===== src/xiu_pkg.sv =====
// package for the extended interrupt unit: register offsets, field positions, reset values
// assumes an apb slave with 32-bit data; each register one word at byte address 4 * index
package xiu_pkg;
   // register indices; byte address is four times the index
   localparam logic [7:0] FLAG_IDX = 8'h91;
   localparam logic [7:0] CTRL_FLAG_IDX = 8'hd8;
   localparam logic [7:0] ENABLE_IDX = 8'he8;
   localparam logic [7:0] LEVEL_IDX = 8'hf8;
   localparam logic [7:0] GLOBAL_IDX = 8'ha8;
   localparam logic [7:0] TIMER_CTRL_IDX = 8'h88;
   localparam logic [7:0] STATUS_IDX = 8'h40;
   localparam logic [7:0] CPU_IDX = 8'h41;
   // field positions
   localparam int FLAG_LSB = 4;
   localparam int WAKE_FLAG_BIT = 3;
   localparam int GLOBAL_EN_BIT = 7;
   localparam int PIN0_TYPE_BIT = 0;
   localparam int PIN1_TYPE_BIT = 2;
   localparam int PIN0_FLAG_BIT = 1;
   localparam int PIN1_FLAG_BIT = 3;
   localparam int NSRC = 13;
   // read-as-one patterns of reserved bits
   localparam logic [7:0] FLAG_RSV = 8'h08;
   localparam logic [7:0] CTRL_RSV = 8'h40;
   localparam logic [7:0] EN_RSV = 8'he0;
   // reset value and last sampling phase
   localparam logic [4:0] EXT_RST = 5'h00;
   localparam logic [1:0] PHASE_LAST = 2'h3;
   // vector addresses by natural priority
   localparam logic [7:0] VEC_BASE = 8'h03;
   localparam logic [7:0] VEC_STEP = 8'h08;
endpackage


===== src/xiu_core.sv =====
// extended interrupt unit: flags, enables, levels, arbitration and vectoring
// assumes the cpu sequencer pulses done/reti/regwrite on mclk_i and fetches vector_o
`timescale 1ns/1ps
// Summary of operation
// - wakeup flag sets on pin-change or timer wakeup event
// - wakeup flag stays set on vectoring; software clears it, else requested again
// - software writing one to wakeup flag raises request when enabled
// - enable register: bit4 wakeup..bit0 converter; zero masks; bits 7-5 read one
// - level register: same order, one means high level; bits 7-5 read one
// - accepted request vectors to its fixed service address
// - return restores previous active level and resumes interrupted flow
// - routine pre-empted only by strictly higher level request
// - finish instruction; after return or enable/level write run one more
// - global enable zero masks every source
// - high level first, then natural order, pin 0 first
// - external pins sampled once per instruction cycle at phase four end
// - core timers and serial port request through their own flags
// - pin type zero: level sensitive, flag follows low sample
// - pin type one: flag set on high sample then low sample
// - level requests not latched; source holds pin until routine entered
// - radio and converter flags set on rising edges, serial after eight bits
// - extended sources natural priority 8 to 12, vectors 0x43 to 0x63
module xiu_core (
   // clock and reset
   input wire logic mclk_i,
   input wire logic rst_n_i,
   // apb slave
   input wire logic psel_i,
   input wire logic penable_i,
   input wire logic pwrite_i,
   input wire logic [11:0] paddr_i,
   input wire logic [31:0] pwdata_i,
   output logic [31:0] prdata_o,
   output logic pready_o,
   output logic pslverr_o,
   // external pins, active low
   input wire logic ext_irq_pin0_n_i,
   input wire logic ext_irq_pin1_n_i,
   // peripheral event sources
   input wire logic address_match_i,
   input wire logic radio_data_ready_i,
   input wire logic serial_byte_done_i,
   input wire logic conv_done_i,
   input wire logic wakeup_event_i,
   // core timer and serial flags, natural priority 1,3,4,5,6
   input wire logic [4:0] core_flag_i,
   input wire logic [4:0] core_enable_i,
   input wire logic [4:0] core_level_i,
   // cpu sequencer
   input wire logic instr_done_i,
   input wire logic instr_is_reti_i,
   input wire logic instr_wr_irq_reg_i,
   output logic vector_req_o,
   output logic [7:0] vector_o,
   output logic [1:0] active_level_o
);
   ////////////////////////////////////////////////////////////////////////////////
   typedef struct packed {
      logic [4:0] ext_flag;
      logic [4:0] ext_en;
      logic [4:0] ext_lvl;
      logic glb_en;
      logic [1:0] pin_type;
      logic [1:0] pin_flag;
      logic [1:0] pin_lvl;
      logic [1:0] pin_en;
      logic [1:0] pin_prev;
      logic [1:0] pin_s1;
      logic [1:0] pin_s2;
      logic [1:0] phase;
      logic [3:0] periph_prev;
      logic extra_instr;
      logic [1:0] act;
      logic [1:0] act_stack;
      logic vreq;
      logic [7:0] vec;
      logic [31:0] rdata;
      logic ready;
      logic err;
   } xiu_state_t;

   xiu_state_t st;
   xiu_state_t next_st;

   // falling edge seen at this cycle's pin sample; lets an edge set beat the vector clear
   logic [1:0] pin_edge;
   assign pin_edge = {2{st.phase == xiu_pkg::PHASE_LAST}} & st.pin_prev & ~st.pin_s2;

   logic [xiu_pkg::NSRC-1:0] pend;
   logic [xiu_pkg::NSRC-1:0] hi;
   logic [4:0] periph_rise;
   logic [9:0] word_idx;
   logic wr_acc;
   logic rd_acc;
   logic [7:0] wb;

   // source vector by natural priority: 0 pin0,2 pin1,1,3..6 core,8..12 extended
   always_comb begin
      pend = '0;
      hi = '0;
      pend[0] = st.pin_flag[0] & st.pin_en[0];
      pend[2] = st.pin_flag[1] & st.pin_en[1];
      hi[0] = st.pin_lvl[0];
      hi[2] = st.pin_lvl[1];
      pend[1] = core_flag_i[0] & core_enable_i[0];
      hi[1] = core_level_i[0];
      for (int k = 1; k < 5; k++) begin
         pend[k + 2] = core_flag_i[k] & core_enable_i[k];
         hi[k + 2] = core_level_i[k];
      end
      for (int k = 0; k < 5; k++) begin
         pend[k + 8] = st.ext_flag[k] & st.ext_en[k];
         hi[k + 8] = st.ext_lvl[k];
      end
      if (!st.glb_en) begin
         pend = '0;
      end
   end

   assign periph_rise = {wakeup_event_i, address_match_i & ~st.periph_prev[3],
      radio_data_ready_i & ~st.periph_prev[2], serial_byte_done_i,
      conv_done_i & ~st.periph_prev[0]};
   assign word_idx = paddr_i[11:2];
   assign wr_acc = psel_i & penable_i & pwrite_i & ~st.ready;
   assign rd_acc = psel_i & penable_i & ~pwrite_i & ~st.ready;
   assign wb = pwdata_i[7:0];

   ////////////////////////////////////////////////////////////////////////////////
   always_comb begin
      logic found;
      logic [3:0] pick;
      logic pick_hi;
      logic [1:0] lvl_need;
      found = 1'b0;
      pick = 4'h0;
      pick_hi = 1'b0;
      lvl_need = 2'h0;
      next_st = st;
      next_st.vreq = 1'b0;
      next_st.ready = 1'b0;
      next_st.err = 1'b0;
      next_st.periph_prev = {address_match_i, radio_data_ready_i, 1'b0, conv_done_i};
      // two-flop synchroniser, then one sample per instruction cycle
      next_st.pin_s1 = {ext_irq_pin1_n_i, ext_irq_pin0_n_i};
      next_st.pin_s2 = st.pin_s1;
      next_st.phase = st.phase + 2'h1;
      // software access first so hardware sets below win over clears
      if (wr_acc) begin
         next_st.ready = 1'b1;
         case (word_idx[7:0])
            xiu_pkg::FLAG_IDX: next_st.ext_flag[3:0] = wb[7:4];
            xiu_pkg::CTRL_FLAG_IDX: next_st.ext_flag[4] = wb[xiu_pkg::WAKE_FLAG_BIT];
            xiu_pkg::ENABLE_IDX: next_st.ext_en = wb[4:0];
            xiu_pkg::LEVEL_IDX: next_st.ext_lvl = wb[4:0];
            xiu_pkg::GLOBAL_IDX: begin
               next_st.glb_en = wb[xiu_pkg::GLOBAL_EN_BIT];
               next_st.pin_en = {wb[2], wb[0]};
               next_st.pin_lvl = {wb[5], wb[4]};
            end
            xiu_pkg::TIMER_CTRL_IDX: begin
               next_st.pin_type = {wb[xiu_pkg::PIN1_TYPE_BIT], wb[xiu_pkg::PIN0_TYPE_BIT]};
               next_st.pin_flag = {wb[xiu_pkg::PIN1_FLAG_BIT], wb[xiu_pkg::PIN0_FLAG_BIT]};
            end
            default: next_st.err = 1'b1;
         endcase
         if (word_idx[9:8] != 2'h0) begin
            next_st.err = 1'b1;
         end
      end
      if (rd_acc) begin
         next_st.ready = 1'b1;
         next_st.rdata = 32'h0;
         case (word_idx[7:0])
            xiu_pkg::FLAG_IDX: next_st.rdata[7:0] = {st.ext_flag[3:0], xiu_pkg::FLAG_RSV[3:0]};
            xiu_pkg::CTRL_FLAG_IDX:
               next_st.rdata[7:0] = xiu_pkg::CTRL_RSV | {4'h0, st.ext_flag[4], 3'h0};
            xiu_pkg::ENABLE_IDX: next_st.rdata[7:0] = {xiu_pkg::EN_RSV[7:5], st.ext_en};
            xiu_pkg::LEVEL_IDX: next_st.rdata[7:0] = {xiu_pkg::EN_RSV[7:5], st.ext_lvl};
            xiu_pkg::GLOBAL_IDX:
               next_st.rdata[7:0] = {st.glb_en, 1'b0, st.pin_lvl, 1'b0, st.pin_en[1], 1'b0,
                  st.pin_en[0]};
            xiu_pkg::TIMER_CTRL_IDX:
               next_st.rdata[7:0] = {4'h0, st.pin_flag[1], st.pin_type[1], st.pin_flag[0],
                  st.pin_type[0]};
            xiu_pkg::STATUS_IDX: next_st.rdata[12:0] = pend;
            xiu_pkg::CPU_IDX: next_st.rdata[7:0] = {4'h0, st.act_stack, st.act};
            default: next_st.err = 1'b1;
         endcase
         if (word_idx[9:8] != 2'h0) begin
            next_st.err = 1'b1;
         end
      end
      // peripheral flags set by hardware
      for (int k = 0; k < 4; k++) begin
         if (periph_rise[k]) begin
            next_st.ext_flag[k] = 1'b1;
         end
      end
      if (periph_rise[4]) begin
         next_st.ext_flag[4] = 1'b1;
      end
      // pin sampling at the end of the fourth phase
      if (st.phase == xiu_pkg::PHASE_LAST) begin
         for (int p = 0; p < 2; p++) begin
            next_st.pin_prev[p] = st.pin_s2[p];
            if (!st.pin_type[p]) begin
               next_st.pin_flag[p] = ~st.pin_s2[p];
            end else if (st.pin_prev[p] & ~st.pin_s2[p]) begin
               next_st.pin_flag[p] = 1'b1;
            end
         end
      end
      // arbitration: high level first, then lowest natural index
      for (int k = xiu_pkg::NSRC - 1; k >= 0; k--) begin
         if (pend[k] & hi[k]) begin
            found = 1'b1;
            pick = 4'(k);
            pick_hi = 1'b1;
         end
      end
      if (!found) begin
         for (int k = xiu_pkg::NSRC - 1; k >= 0; k--) begin
            if (pend[k]) begin
               found = 1'b1;
               pick = 4'(k);
            end
         end
      end
      lvl_need = pick_hi ? 2'h2 : 2'h1;
      if (instr_done_i) begin
         next_st.extra_instr = instr_is_reti_i | instr_wr_irq_reg_i;
         if (instr_is_reti_i) begin
            next_st.act = st.act_stack;
            next_st.act_stack = 2'h0;
         end else if (found && !instr_wr_irq_reg_i && !st.extra_instr &&
               lvl_need > st.act) begin
            next_st.vreq = 1'b1;
            next_st.vec = xiu_pkg::VEC_BASE + 8'(pick) * xiu_pkg::VEC_STEP;
            next_st.act_stack = st.act;
            next_st.act = lvl_need;
            // vectoring clears edge-type pin flags; wakeup and other extended flags stay for software
            if (pick == 4'h0 && st.pin_type[0] && !pin_edge[0]) begin
               next_st.pin_flag[0] = 1'b0;
            end
            if (pick == 4'h2 && st.pin_type[1] && !pin_edge[1]) begin
               next_st.pin_flag[1] = 1'b0;
            end
         end
      end
   end

   ////////////////////////////////////////////////////////////////////////////////
   always_ff @(posedge mclk_i or negedge rst_n_i) begin
      if (!rst_n_i) begin
         st <= '0;
         st.pin_s1 <= 2'h3;
         st.pin_s2 <= 2'h3;
         st.pin_prev <= 2'h3;
      end else begin
         st <= next_st;
      end
   end

   assign prdata_o = st.rdata;
   assign pready_o = st.ready;
   assign pslverr_o = st.err;
   assign vector_req_o = st.vreq;
   assign vector_o = st.vec;
   assign active_level_o = st.act;

   ////////////////////////////////////////////////////////////////////////////////
   // flags and software access
   chk_wake_set: assert property (
      @(posedge mclk_i) disable iff (!rst_n_i) wakeup_event_i |=> st.ext_flag[4])
      else $error("wakeup flag not set");
   chk_wake_stays: assert property (
      @(posedge mclk_i) disable iff (!rst_n_i) vector_req_o && vector_o == 8'h63 |-> st.ext_flag[4])
      else $error("wakeup flag cleared on vector");
   chk_soft_wake: assert property (
      @(posedge mclk_i) disable iff (!rst_n_i) wr_acc && word_idx == {2'h0, xiu_pkg::CTRL_FLAG_IDX}
      && wb[xiu_pkg::WAKE_FLAG_BIT] |=> st.ext_flag[4]) else $error("software wakeup lost");
   chk_enable_rsv: assert property (
      @(posedge mclk_i) disable iff (!rst_n_i) rd_acc && word_idx == {2'h0, xiu_pkg::ENABLE_IDX}
      |=> prdata_o[7:5] == 3'h7) else $error("enable reserved bits not one");
   chk_level_rsv: assert property (
      @(posedge mclk_i) disable iff (!rst_n_i) rd_acc && word_idx == {2'h0, xiu_pkg::LEVEL_IDX}
      |=> prdata_o[7:5] == 3'h7) else $error("level reserved bits not one");
   chk_flag_rsv: assert property (
      @(posedge mclk_i) disable iff (!rst_n_i) rd_acc && word_idx == {2'h0, xiu_pkg::FLAG_IDX}
      |=> prdata_o[3:0] == 4'h8) else $error("flag reserved bits wrong");
   chk_ready_pulse: assert property (
      @(posedge mclk_i) disable iff (!rst_n_i) pready_o |=> !pready_o)
      else $error("ready longer than one cycle");
   chk_err_ready: assert property (
      @(posedge mclk_i) disable iff (!rst_n_i) pslverr_o |-> pready_o)
      else $error("error without ready");
   chk_conv_edge: assert property (
      @(posedge mclk_i) disable iff (!rst_n_i) $rose(conv_done_i) |=> st.ext_flag[0])
      else $error("converter flag missed");
   chk_am_edge: assert property (
      @(posedge mclk_i) disable iff (!rst_n_i) $rose(address_match_i) |=> st.ext_flag[3])
      else $error("address match flag missed");
   chk_serial_set: assert property (
      @(posedge mclk_i) disable iff (!rst_n_i) serial_byte_done_i |=> st.ext_flag[1])
      else $error("serial flag missed");
   chk_reset_clear: assert property (
      @(posedge mclk_i) !rst_n_i |-> st.ext_en == 5'h00 && st.ext_lvl == 5'h00
      && st.ext_flag == 5'h00) else $error("reset left state");

   // vectoring and levels
   chk_vec_range: assert property (
      @(posedge mclk_i) disable iff (!rst_n_i) vector_req_o |-> vector_o[2:0] == 3'h3)
      else $error("bad vector");
   chk_vec_map: assert property (
      @(posedge mclk_i) disable iff (!rst_n_i) vector_req_o && vector_o == 8'h43
      |-> $past(st.ext_flag[0] && st.ext_en[0])) else $error("converter vector unrequested");
   chk_reti_restore: assert property (
      @(posedge mclk_i) disable iff (!rst_n_i) instr_done_i && instr_is_reti_i
      |=> active_level_o == $past(st.act_stack)) else $error("level not restored");
   chk_no_preempt_hi: assert property (
      @(posedge mclk_i) disable iff (!rst_n_i) $past(active_level_o) == 2'h2
      && !$past(instr_is_reti_i) |-> !vector_req_o) else $error("high routine pre-empted");
   chk_preempt_level: assert property (
      @(posedge mclk_i) disable iff (!rst_n_i) vector_req_o
      |-> active_level_o > $past(active_level_o)) else $error("pre-empted by equal level");
   chk_reti_extra: assert property (
      @(posedge mclk_i) disable iff (!rst_n_i) instr_done_i && st.extra_instr |=> !vector_req_o)
      else $error("vector without extra instruction");
   chk_wr_extra: assert property (
      @(posedge mclk_i) disable iff (!rst_n_i) instr_done_i
      && (instr_is_reti_i || instr_wr_irq_reg_i) |=> !vector_req_o) else $error("vector at return");
   chk_global_mask: assert property (
      @(posedge mclk_i) disable iff (!rst_n_i) !st.glb_en && instr_done_i |=> !vector_req_o)
      else $error("request passed global mask");
   chk_high_first: assert property (
      @(posedge mclk_i) disable iff (!rst_n_i) vector_req_o && $past((pend & hi) != '0)
      |-> active_level_o == 2'h2) else $error("low level chosen over high");
   chk_pin0_first: assert property (
      @(posedge mclk_i) disable iff (!rst_n_i) vector_req_o && $past(pend[0]
      && (hi[0] || (pend & hi) == '0)) |-> vector_o == 8'h03) else $error("pin 0 not first");
   chk_core_source: assert property (
      @(posedge mclk_i) disable iff (!rst_n_i) vector_req_o && vector_o == 8'h0b
      |-> $past(core_flag_i[0] && core_enable_i[0])) else $error("core vector unrequested");

   // pins
   chk_pin_phase: assert property (
      @(posedge mclk_i) disable iff (!rst_n_i) st.phase != xiu_pkg::PHASE_LAST |=> $stable(st.pin_prev))
      else $error("pin sampled off phase");
   chk_level_pin0: assert property (
      @(posedge mclk_i) disable iff (!rst_n_i) st.phase == xiu_pkg::PHASE_LAST && !st.pin_type[0]
      |=> st.pin_flag[0] == !$past(st.pin_s2[0])) else $error("pin 0 level flag wrong");
   chk_level_pin1: assert property (
      @(posedge mclk_i) disable iff (!rst_n_i) st.phase == xiu_pkg::PHASE_LAST && !st.pin_type[1]
      |=> st.pin_flag[1] == !$past(st.pin_s2[1])) else $error("pin 1 level flag wrong");
   chk_edge_pin0: assert property (
      @(posedge mclk_i) disable iff (!rst_n_i) pin_edge[0] && st.pin_type[0] |=> st.pin_flag[0])
      else $error("pin 0 edge missed");
   chk_edge_pin1: assert property (
      @(posedge mclk_i) disable iff (!rst_n_i) pin_edge[1] && st.pin_type[1] |=> st.pin_flag[1])
      else $error("pin 1 edge missed");
   chk_edge_quiet: assert property (
      @(posedge mclk_i) disable iff (!rst_n_i) st.phase != xiu_pkg::PHASE_LAST && !wr_acc
      && !st.pin_flag[0] |=> !st.pin_flag[0]) else $error("pin 0 flag set off sample");

   // main scenarios
   cov_vector: cover property (@(posedge mclk_i) vector_req_o);
   cov_nested: cover property (@(posedge mclk_i) vector_req_o && st.act_stack == 2'h1);
   cov_reti: cover property (@(posedge mclk_i) instr_done_i && instr_is_reti_i);
   cov_wake_vec: cover property (@(posedge mclk_i) vector_req_o && vector_o == 8'h63);
   cov_edge_pin: cover property (@(posedge mclk_i) vector_req_o && vector_o == 8'h03
      && st.pin_type[0]);
endmodule


===== config.mk =====
export PLATFORM = sky130hd
export DESIGN_NAME = xiu_core
export DESIGN_NICKNAME = d
export VERILOG_FILES = /design/src/xiu_pkg.sv /design/src/xiu_core.sv
export SDC_FILE = /design/constraint.sdc
export NUM_CORES = 1
export LEC_CHECK = 0
export BUFFER_PORTS_ARGS = -buffer_cell sky130_fd_sc_hd__buf_2
export CAP_MARGIN = 20
export CORE_MARGIN = 2
export CORE_UTILIZATION = 50
export CTS_CLUSTER_SIZE = 25
export DETAILED_ROUTE_END_ITERATION = 16
export PLACE_DENSITY = 0.79
export REMOVE_ABC_BUFFERS = 1
export SETUP_SLACK_MARGIN = 0.1
export SLEW_MARGIN = 20
export SYNTH_ARGS = -nofsm -noshare
export SYNTH_HDL_FRONTEND = slang
export SYNTH_SLANG_ARGS = --single-unit

===== constraint.sdc =====
create_clock -name mclk_i -period 8.2 [get_ports mclk_i]
set_input_delay 1.64 -clock mclk_i [delete_from_list [all_inputs] [get_ports mclk_i]]
set_output_delay 1.64 -clock mclk_i [all_outputs]
set_load 0.03 [all_outputs]

* Word level (Yosys, flattened, before mapping)
Cells that the tools add are included.
Word-level totals: logic and storage cells 210, input port bits 74, output and inout port bits 45, register bits after elaboration 64
Operators by class: add/subtract/negate cells 2, $lt $le $gt $ge 1, bitwise gates (word level) 46, muxes and demuxes 89, reduce and logical (&&, ||, !) cells 37, equal/unequal tests 10
Operators with widths (count):
- $mux W4 | 30
- $pmux W8 S8 | 1
- $eq A8 B8 Y1 const B | 6
- $mux W1 | 43
- $and A1 B1 Y1 | 34
- $mux W13 | 2
- $mux W24 | 1
- $reduce_bool A2 Y1 | 12
- $reduce_and A2 Y1 | 10
- $mux W9 | 2
- $eq A8 B7 Y1 const B | 2
- $mux W5 | 3
- $mux W2 | 7
- $add A2 B7 Y8 const A | 1
- $not A1 Y1 | 8
- $reduce_or A8 Y1 | 1
- $logic_and A1 B1 Y1 | 7
- $reduce_or A6 Y1 | 1
- $and A2 B2 Y2 | 2
- $eq A4 B2 Y1 const B | 1
- $logic_not A1 Y1 | 4
- $logic_not A4 Y1 | 1
- $reduce_and A3 Y1 | 1
- $add A2 B1 Y2 const B | 1
- 4 further kinds | 4

* Longest topological paths before layout
Gate-level depths: netlist of the first run.
depth in word-level cells 36, mapped depth 12, depth with buffers taken out 11

* Worst setup path before layout of the first run
Ideal clock, no wire load.
path kind input to register, from in core_flag_i[2], to reg st[65] in the netlist's numbering, path slack 3.949 ns, buffers on the path 0, data required time 8.064 ns, library setup time 0.136 ns, stages on the path 11, arrival 4.115 ns, cell sequence nand4_1 > nand3_1 > a2111oi_2 > inv_1 > ha_1 > a211oi_1 > o21ai_2 > a311oi_4 > o21ai_2 > a2111oi_4 > a31oi_1
RTL lines:
- start: declaration | RTL line xiu_core.sv:46 | input wire logic [4:0] core_flag_i,
- end signal: assignment | RTL line xiu_core.sv:260 | st <= next_st;
- end: declaration | RTL line xiu_core.sv:82 | xiu_state_t st;

==> results list, run 1 <==
- The run finished with clean final reports.
- The final layout contains routed wiring with a total length of 8730 um.
* Average wire per cell in the routed design: 16.8 um
- At the worst endpoint, the arrival time is between 4 and 5 ns.
* R2R cell count: 12
- HP Start: next_st[55]
- Type of the most critical hold path: flop to flop
* # hold bufs at CTS: 0
- Vias: 2,972
- Global-route wire length before repair: 13,600 um
- Most common flop cell mapped by yosys: sky130_fd_sc_hd__dfrtp_1
- Number of placed instances with taps included: 504
- For met3 alone, demand over resource in global routing was 0.0388.
- In this run, post-CTS repair resized a total of 0 instances.
- The root buffer cell chosen for the clock tree is sky130_fd_sc_hd__clkbuf_8.
- Power per cell area: 162 nW/um^2
- Yosys mapped the design onto 60 distinct sky130hd cell types.
- Setup total negative slack on the finished layout was measured at 0 ns.
- The core region is 7140 sq um.
- Across the run, the number of max-cap violations was 0.
- The hold violation count in the final report came to 0.
* Antenna violations before repair: 0
- Antenna diode count: 0
- The later pin in the worst-skew pair is clocked with a latency of 0.34 ns.
- Hold-critical path endpoint: st[55]
* Peak-usage layer in the global routing report: met2
- Worst vdd ir: 88.9 uV
- The clock arrives with 0.00662 ns of skew.
- PnR worst setup slack: around 3.6 ns
- After clock tree synthesis, the clock-pin slew on the worst setup and hold paths is 0.07 ns.
- In this run the deepest clock path goes through 2 buffers.
- After detailed routing, the number of remaining DRC violations is 0.
- The floorplan step set the die width to around 90 um.
* Synth async-reset ratio: 1.00
* Layout cells sized above 1: 0.283
- Period utilisation layout: 0.564
- 119 I/O pins were placed.
- Unrepaired setup endpoints after global routing: no
- The clock drives a little over 60 sinks.
- A synthesized cell averages 9.87 sq um.
- After floorplanning, the core was divided into 31 placement rows.
- The max-slew violation count is 0.
* Number of stages on the worst hold path: 0
* Cell area after technology mapping: between 3000 and 4000 sq um
- Area of the die: 7960 sq um
* Post-Place Worst Slack: 3.25 ns
* Number of vias per cell after detailed routing: ~5.7
* P_leak: 0.00192 uW
- Relative slew slack: 0.452
- Crit Path Max Fanout: 10
- Reg2reg setup slack: 4.26 ns
- The tightest hold path in the finished design has a slack of about 0.36 ns.
* Overflow left after global routing: 0
- DPL Wire Length: 6670 um
- Across every metal layer, demand over resource in global routing totals 0.228.
- Compared with the post-synthesis result, the final layout area differs by 10.5%.
- Final setup violation count: 0
- STA classifies the critical path endpoint as a flop.
- The congestion estimate from routability-driven global placement came to around 0.90.
- TritonCTS clock tree: done
- Fraction of the yosys area taken by sequential cells: 0.422
* Global-route met1 utilization: 0.298
- In this run the vertical extent of the chip is 89.2 um.
* Critical Path RT: roughly 8.4 ns
- The worst path in the final design needs a cycle of 4.63 ns, including I/O delays and setup.
- Excluding fillers, the count of instances in the completed layout stands at 520.
* Post-synth EDFFs: 0
- Fin nets: roughly 490
- The detailed router finished its first iteration with 242 violations.
- Start of the worst register-to-register path: st[68]
* Input/output buffers: 71
* Warnings, synthesis: 0
- After clock tree synthesis, the setup repair step added 0 buffers.
- The count of nets left with antenna violations once routing finished came out at 0.
- For this run, the detailed router's first-pass iteration total came to 5.
* Flip-flop and latch count after synthesis: 61
* Starting density of the core: 0.509
- Entering global routing, the biggest net connects 62 pins.
- Max Freq: roughly 220 MHz
- Measured slew at the worst slew-check pin: 0.815 ns
- Worst R2R End: st[65]
* WS Path Type: input port to flop
- The H-tree was split into 3 levels.
- Clock buffers created by TritonCTS: 9
* GR Util met2: 0.368
- Gate Count Post-Synth: around 370
- Kind of start point of the critical path: input port
- The number of global-route vias before repair was 2,724.
state kept, by name (all words and copies together) (netlist names):
signal,cells
hi,7
active_level_o,2
prdata_o,13
next_st,2
vector_o,5
st,29
vector_req_o,1
pslverr_o,1
pready_o,1
routing by layer:
layer,wire length [um],vias to the layer above
li1,-,1403
met1,3820,1417
met2,4230,127
met3,451,25
met4,234,0
met5,0,-
logic make-up (layout without fill, tap and decap cells):
| group | Yosys count | count (layout) | synth area share |
|---|---|---|---|
| simple gates | 118 | 118 | 0.176 |
| compound gates | 86 | 86 | 0.181 |
| buf+inv | 68 | 101 | 0.117 |
| flops | 61 | 61 | 0.422 |
| mux | 31 | 31 | 0.0923 |
| fa+ha+maj | 3 | 3 | 0.0103 |
| other cells | 1 | 21 | 0.00103 |
critical path, cell delays in order:
cell,delay (ns)
sky130_fd_sc_hd__buf_2,0.11
sky130_fd_sc_hd__nand4_1,0.20
sky130_fd_sc_hd__nand3_1,0.16
sky130_fd_sc_hd__a2111oi_2,0.52
sky130_fd_sc_hd__inv_1,0.23
sky130_fd_sc_hd__ha_1,0.35
sky130_fd_sc_hd__a211oi_1,0.26
sky130_fd_sc_hd__o21ai_2,0.13
sky130_fd_sc_hd__a311oi_4,0.58
sky130_fd_sc_hd__o21ai_2,0.17
sky130_fd_sc_hd__a2111oi_4,0.37
sky130_fd_sc_hd__a31oi_1,0.13
synthesized netlist by cell type (all sizes together), types with 3 or more instances:
library cell / instances / share of area
dfrtp: 55 / 0.38
buf: 47 / 0.095
nand2: 27 / 0.028
nor2: 22 / 0.023
mux2: 20 / 0.062
o21ai: 20 / 0.031
nand4: 16 / 0.028
nand3: 15 / 0.022
a21oi: 14 / 0.019
inv: 12 / 0.012
mux2i: 11 / 0.030
a22o: 10 / 0.025
clkbuf: 9 / 0.0093
and3: 8 / 0.015
dfstp: 6 / 0.043
o211ai: 6 / 0.012
o22ai: 6 / 0.010
a31oi: 5 / 0.0086
nor2b: 5 / 0.0093
a2111oi: 4 / 0.017
a221oi: 4 / 0.0096
and4: 4 / 0.0096
nor3: 4 / 0.0069
o31ai: 4 / 0.012
a211oi: 3 / 0.0062
and2: 3 / 0.0055
ha: 3 / 0.010
nor4: 3 / 0.0052
o31a: 3 / 0.0072
final cells by class:
cell class	count	area, sq um
inverter	12	45.0
sequential	61	1530
clock inverter	6	63.8
tap	99	124
clock buffer	10	128
multi-input combinational	259	1750
timing repair buffer	73	370
fill	692	3120
worst max path at each step:
stage	endpoint	from	cells past startpoint	slack (ns)
5_1_grt	st[64]	core_flag_i[2]	12	3.32
3_5_place_dp	st[65]	core_flag_i[2]	12	3.25
6_report	st[65]	core_flag_i[2]	12	3.57
4_1_cts	st[65]	core_flag_i[2]	12	3.61
2_1_floorplan	st[65]	core_flag_i[2]	11	3.94
3_3_place_gp	st[65]	core_flag_i[2]	12	3.37
cells in the final DEF (no fill, tap or decap), types with 4 or more instances in the layout:
cell type	n
sky130_fd_sc_hd__conb_1	21
sky130_fd_sc_hd__o211ai_1	6
sky130_fd_sc_hd__mux2i_1	11
sky130_fd_sc_hd__o21ai_0	5
sky130_fd_sc_hd__dfrtp_1	55
sky130_fd_sc_hd__nand3_1	14
sky130_fd_sc_hd__and3_1	6
sky130_fd_sc_hd__a21oi_1	14
sky130_fd_sc_hd__mux2_2	6
sky130_fd_sc_hd__o21ai_1	12
sky130_fd_sc_hd__buf_2	71
sky130_fd_sc_hd__nand2_1	27
sky130_fd_sc_hd__nor2_1	22
sky130_fd_sc_hd__a22o_1	7
sky130_fd_sc_hd__mux2_1	14
sky130_fd_sc_hd__inv_1	12
sky130_fd_sc_hd__o22ai_1	6
sky130_fd_sc_hd__and4_1	4
sky130_fd_sc_hd__clkbuf_8	9
sky130_fd_sc_hd__a221oi_1	4
sky130_fd_sc_hd__nand4_1	16
sky130_fd_sc_hd__dfstp_2	6
sky130_fd_sc_hd__nor2b_1	4
sky130_fd_sc_hd__a31oi_1	5
where the power goes:
group | switching [uW] | internal [uW]
registers | 6.12 | 310
logic | 48.7 | 20.5
clock network | 123 | 140
total | 178 | 470
through the flow:
stage                     cell area [sq um]  utilization  total power [uW]
final                                  4010        0.562               648
after global routing                   4010        0.562               677
after CTS                              4010        0.562               654
after detailed placement               3820        0.536               391
after global placement                 3820        0.536               389
after floorplan                        3330            -               358
Note: power is estimated with default switching activity, not from simulation.
==> run 2: changes to the inputs <==
- CORE_UTILIZATION: 50 -> 46
- PLACE_DENSITY: 0.79 -> 0.77
- clock period: 8.2 -> 4.24 ns (I/O delays scaled with it)
==> run 2 against run 1 <==
Sequential share of layout area decreased by 0.18 points. Via count increased by 0.40%. Critical path depth decreased by 1. First-iteration DRC count increased by 23%. Largest cell class unchanged.
==> results list, run 2 (same netlist as run 1, synthesis figures left out) <==
* Unrepaired setup endpoints after global routing: no (unchanged)
- GRT Overall Usage: 0.211 (was 0.228)
* Worst vdd ir: 134 uV (was 88.9 uV)
* Final cell utilization of the core: 0.525 (was 0.562)
- The port buffer count was 71 (unchanged).
- Final Hold Violating Endpoints: 0 (unchanged)
- The placeable core region came to 7690 sq um (was 7140 sq um).
* Die extent in x: 92.9 um (was 89.2 um)
- The number of antenna violations at the first check in global routing came to 0 (unchanged).
- The category of the critical setup timing path was flop to flop (was input port to flop).
- Largest Register: st (unchanged)
- Final setup violation count: 0 (unchanged)
- Clock edge transition at the registers on the reported setup and hold paths: 0.07 ns (about the same)
- The violation count after the first detailed-route iteration was 298 (was 242).
* Post-Place Worst Slack: 0.384 ns (was 3.25 ns)
- Status: finished, final reports clean (unchanged)
- The worst-skew pair later-pin latency came to 0.34 ns (about the same).
- Fin nets: 495 (was 493)
- Type of element capturing the critical path: flop (unchanged)
- Fin Clk Skew: 0.00922 ns (was 0.00662 ns)
- Maximum capacitance violations: 0 (unchanged)
* Post-cts repair resize count: 0 (unchanged)
* Final wirelength: 8700 um (was 8730 um)
- The cell area power density came to 310 nW/um^2 (was 162 nW/um^2).
- Clock buffers created by TritonCTS: 9 (unchanged)
* Fin crit period: 3.81 ns
* PnR Total Power: 1250 uW (was 648 uW)
* Vias: 2,984 (was 2,972)
* Number of vias per cell after detailed routing: 5.68 (was 5.72)
- Maximum number of pins on one net before global-route repair: 38 (was 62)
- The H-tree depth is 3 (unchanged).
- The initial cell density of the core was 0.473 (was 0.509).
- P_leak: 0.00193 uW (was 0.00192 uW)
* Average wire per cell in the routed design: 16.6 um (was 16.8 um)
- Antenna diode count: 0 (unchanged)
- The post-CTS repair timing setup buffer count is 0 (unchanged).
* Reg2reg setup slack: 0.43 ns (was 4.26 ns)
- Most used cells in the layout excluding fill and tap cells: sky130_fd_sc_hd__buf_2, sky130_fd_sc_hd__dfrtp_1, sky130_fd_sc_hd__nand2_1, sky130_fd_sc_hd__nor2_1, sky130_fd_sc_hd__conb_1 (unchanged)
- TNS Setup: 0 ns (unchanged)
- # hold bufs at CTS: 0 (unchanged)
* DPL Wire Length: 6820 um (was 6670 um)
- Final slew viol count: 0 (unchanged)
* DR DRC count: 0 (unchanged)
- The die height was 92.9 um (was 89.2 um).
* Last weighted congestion value of the routability-driven placer: 0.914 (was 0.901)
- Critical Path RT: 4.45 ns (was 8.41 ns)
* Cell row count: 32 (was 31)
- Kind of start point of the critical path: flop (was input port)
- Vias in the first global route: 2,849 (was 2,724)
- The number of flip-flops under the largest register name was 29 (unchanged).
- Bufs on Longest Clock Path: 2 (unchanged)
* Ports: 119 (unchanged)
- The worst slew slack as a fraction of its limit came to 0.475 (was 0.452).
- DR pass1 iterations: 5 (unchanged)
- The CTS sink count came to 61 (unchanged).
- Layout cells sized above 1: 0.286 (was 0.283)
* Area of the die: 8630 sq um (was 7960 sq um)
- Measured slew at the worst slew-check pin: 0.788 ns (was 0.815 ns)
* Number of nets still failing antenna checks after routing: 0 (unchanged)
* Overflow left after global routing: 0 (unchanged)
- Type of the most critical hold path: flop to flop (unchanged)
- Commonest non-fill, non-tap cell in the layout: sky130_fd_sc_hd__buf_2 (unchanged)
* Arrival @ worst endpoint: 4.03 ns (was 4.84 ns)
* Period utilisation layout: 0.900
* Root cell of the clock tree: sky130_fd_sc_hd__clkbuf_8 (unchanged)
- Global-route wire length before repair: 14,100 um (was 13,600 um)
* Number of filler cells placed in the layout: 728 (was 692)
- PnR worst setup slack: 0.426 ns (was 3.57 ns)
- Layout Area Growth over Synthesis: 11.0% (was 10.5%)
- Max Freq: 262 MHz
* Crit Path Max Fanout: 25 (was 10)
- The TritonCTS clock tree is done (unchanged).
run 2: path summary, 6_finish.rpt:
check,end,start,cells after the start
max,st[65],st[68],11
max in group asynchronous,prdata_o[9],rst_n_i,2
min in group asynchronous,st[50],rst_n_i,1
min,st[55],next_st[55],0
min reg2reg,st[55],next_st[55],0
max reg2reg,st[65],st[68],11
run 2: layout make-up:
type                       count  area [sq um]  share of cell area
multi-input combinational    259          1750               0.434
clock inverter                 6          63.8              0.0158
sequential                    61          1530               0.380
clock buffer                  10           128              0.0316
tap                          102           128              0.0316
inverter                      12          45.0              0.0112
timing repair buffer          75           385              0.0956
run 2: through the flow:
stage               hold WS, ns  cell area (sq um)  instances
floorplan                 0.345               3330        332
global placement          0.346               3840        509
detailed placement        0.348               3840        509
CTS                       0.358               4030        525
global route              0.360               4030        525
finish                    0.357               4030        525
run 2: power by group:
| part | internal, uW | switching [uW] |
|---|---|---|
| clock | 270 | 232 |
| combinational | 39.9 | 94.2 |
| sequential | 600 | 12.5 |
| total | 910 | 339 |
run 2: worst max-delay path: stages (launching register included):
cell,delay [ns]
sky130_fd_sc_hd__dfrtp_1,0.68
sky130_fd_sc_hd__nand4_1,0.26
sky130_fd_sc_hd__nand4_1,0.20
sky130_fd_sc_hd__a2111oi_2,0.63
sky130_fd_sc_hd__inv_1,0.24
sky130_fd_sc_hd__ha_1,0.32
sky130_fd_sc_hd__a211oi_1,0.29
sky130_fd_sc_hd__o21ai_2,0.13
sky130_fd_sc_hd__a311oi_4,0.33
sky130_fd_sc_hd__o21ai_2,0.13
sky130_fd_sc_hd__a2111oi_4,0.35
sky130_fd_sc_hd__a31oi_1,0.12
run 2: routing by layer:
metal  up-vias  global-route usage  share of wire
met5         -                   0              0
met4         0               0.100          0.030
met3        26              0.0391          0.063
met2       136               0.329           0.47
met1      1418               0.285           0.43
li1       1404                   -              -
==> run 3: changes to the inputs <==
- GPL_TIMING_DRIVEN: unset -> 0
==> run 3 against run 2 <==
Final cell count decreased by 0.76%. Worst hold slack barely moved. Clock skew grew 0.00085 ns. Clock power is 3% higher. Setup slack worse by 0.025 ns. Largest cell class unchanged.
==> results list, run 3 (same netlist as run 1, synthesis figures left out) <==
* Buffering stage count on the worst path with inverters included: 1 (unchanged)
* Post-Route Hold Slack: 0.357 ns (about the same)
- The final period utilization came to 0.905 (was 0.900).
- Chain of cells forming the critical path: nand4_1 -> nand4_1 -> a2111oi_4 -> inv_1 -> ha_1 -> a211oi_1 -> o21ai_2 -> a311oi_4 -> o21ai_2 -> a2111oi_4 -> a31oi_1 (was nand4_1 -> nand4_1 -> a2111oi_2 -> inv_1 -> ha_1 -> a211oi_1 -> o21ai_2 -> a311oi_4 -> o21ai_2 -> a2111oi_4 -> a31oi_1).
* Last weighted congestion value of the routability-driven placer: 0.895 (was 0.914)
- Most used cells in the layout excluding fill and tap cells: sky130_fd_sc_hd__buf_2, sky130_fd_sc_hd__dfrtp_1, sky130_fd_sc_hd__nand2_1, sky130_fd_sc_hd__nor2_1, sky130_fd_sc_hd__conb_1 (unchanged).
- Final cell utilization of the core: 0.523 (was 0.525)
- Number of flip-flops under the largest register name: 29 (unchanged)
- The CTS sink count was 61 (unchanged).
- Crit Path Max Fanout: 38 (was 25)
- Antenna diode count: 0 (unchanged)
- Maximum capacitance violations: 0 (unchanged)
* Clock edge transition at the registers on the reported setup and hold paths: 0.07 ns (about the same)
- Status: finished, final reports clean (unchanged).
- Average wire per cell in the routed design: 17.0 um (was 16.6 um)
* Drt initial violations: 235 (was 298)
- Final slew viol count: 0 (unchanged)
* Final Hold Violating Endpoints: 0 (unchanged)
* Die extent in x: 92.9 um (unchanged)
- The final clock skew came to 0.0101 ns (was 0.00922 ns).
* TNS Setup: 0 ns (unchanged)
* Worst vdd ir: 165 uV (was 134 uV)
- The biggest cell delay along the critical path was 0.66 ns (was 0.68 ns).
- Overflow left after global routing: 0 (unchanged)
- The per-cell via count in the routed design came to 5.67 (was 5.68).
- The cell row count came to 32 (unchanged).
- The part of the power in combinational logic came to 0.105 (was 0.107).
- The maximum root-to-sink buffer count came to 2 (unchanged).
- # hold bufs at CTS: 0 (unchanged)
* Number of levels in the clock H-tree: 3 (unchanged)
* Type of the most critical hold path: flop to flop (unchanged)
- Relative slew slack: 0.454 (was 0.475)
- Internal power contribution: 909 uW (was 910 uW)
- The arrival time at the worst endpoint was 4.07 ns (was 4.03 ns).
* Critical Path RT: 4.47 ns (was 4.45 ns)
- Unrepaired setup endpoints after global routing: no (unchanged).
- Vias in the first global route: 2,844 (was 2,849)
* TritonCTS clock tree: done (unchanged)
* Root cell of the clock tree: sky130_fd_sc_hd__clkbuf_8 (unchanged)
- Vertical extent of the die: 92.9 um (unchanged)
* DR DRC count: 0 (unchanged)
- Number of nets still failing antenna checks after routing: 0 (unchanged)
- The wire length reported by the detailed router came to 8870 um (was 8700 um).
* Global-route wire length before repair: 14,100 um (about the same)
- P_leak: 0.00191 uW (was 0.00193 uW)
- Cell family contributing the most delay on the critical path: compound AO/OA/AOI/OAI gates (unchanged)
* Layout cells sized above 1: 0.282 (was 0.286)
* Fin crit period: 3.84 ns (was 3.81 ns)
- Antenna violations before repair: 0 (unchanged)
* Switching Power: 353 uW (was 339 uW)
- The initial cell density of the core was 0.473 (unchanged).
- Vias: 2,955 (was 2,984)
* Fin nets: 491 (was 495)
- Input/output buffers: 71 (unchanged)
* Ports: 119 (unchanged)
- Commonest non-fill, non-tap cell in the layout: sky130_fd_sc_hd__buf_2 (unchanged)
- Core region area: 7690 sq um (unchanged)
- Layout Area Growth over Synthesis: 10.6% (was 11.0%)
- Number of filler cells placed in the layout: 746 (was 728)
- Largest Register: st (unchanged)
- The number of detailed-routing iterations run before antenna repair came to 5 (unchanged).
- The final setup violation count is 0 (unchanged).
- Kind of start point of the critical path: flop (unchanged)
* GRT Overall Usage: 0.213 (was 0.211)
- The part of the power in registers is 0.485 (was 0.490).
- Type of element capturing the critical path: flop (unchanged)
- The slew at the pin closest to its max-slew limit came to 0.812 ns (was 0.788 ns).
- The post-CTS repair timing setup buffer count is 0 (unchanged).
* Portion of total power attributed to the clock network: 0.409 (was 0.402)
* Slowest cell on crit path: sky130_fd_sc_hd__dfrtp_2 (was sky130_fd_sc_hd__dfrtp_1)
- Clock buffers created by TritonCTS: 9 (unchanged)
* Max Freq: 260 MHz (was 262 MHz)
- The worst-skew pair later-pin latency came to 0.36 ns (was 0.34 ns).
- Area of the die: 8630 sq um (unchanged)
- The register-to-register setup slack was 0.40 ns (was 0.43 ns).
- Power per cell area: 314 nW/um^2 (was 310 nW/um^2)
* DPL Wire Length: 6750 um (was 6820 um)
* Maximum number of pins on one net before global-route repair: 62 (was 38)
* WS Path Type: flop to flop (unchanged)
* Net switching share of the total power: 0.280 (was 0.271)
run 3: what timing repair did:
item                                    4_1_cts  5_1_grt
endpoints found under the hold margin         0        0
resized for setup                             1        1
pin swaps                                     0        1
endpoints found under the setup margin        2        2
run 3: worst paths after layout:
| check | from | to | depth (start not counted) |
|---|---|---|---|
| worst min-delay path | next_st[54] | st[54] | 0 |
| worst min register to register | next_st[54] | st[54] | 0 |
| max in group asynchronous | rst_n_i | st[68] | 1 |
| worst max-delay path | st[68] | st[64] | 11 |
| worst max register to register | st[68] | st[64] | 11 |
| min in group asynchronous | rst_n_i | pslverr_o | 1 |
run 3: layout make-up:
cell class / count / area, sq um / area share
Clock buffer: 10 / 128 / 0.0318
Clock inverter: 6 / 63.8 / 0.0159
Inverter: 12 / 45.0 / 0.0112
Multi-Input combinational cell: 259 / 1760 / 0.438
Sequential cell: 61 / 1540 / 0.382
Tap cell: 102 / 128 / 0.0318
Timing Repair Buffer: 71 / 358 / 0.0890
run 3: routing by layer:
metal,GRT usage,wire (um)
met1,0.268,3770
met2,0.342,4280
met3,0.0513,578
met4,0.109,242
met5,0,0
run 3: power by group through the flow:
stage	sequential, uW	clock (uW)	combinational, uW
global placement	622	0	130
global route	614	554	145
floorplan	635	0	57.1
CTS	612	525	133
finish	613	517	133
detailed placement	623	0	133
run 3: through the flow:
stage | instance area (sq um) | worst slack (ns) | power, uW | instances
6_report | 4020 | 0.401 | 1260 | 521
5_1_grt | 4020 | 0.130 | 1310 | 521
4_1_cts | 4010 | 0.282 | 1270 | 521
3_5_place_dp | 3810 | 0.00297 | 756 | 505
3_3_place_gp | 3810 | 0.0462 | 753 | 505
2_1_floorplan | 3330 | 0.741 | 692 | 332
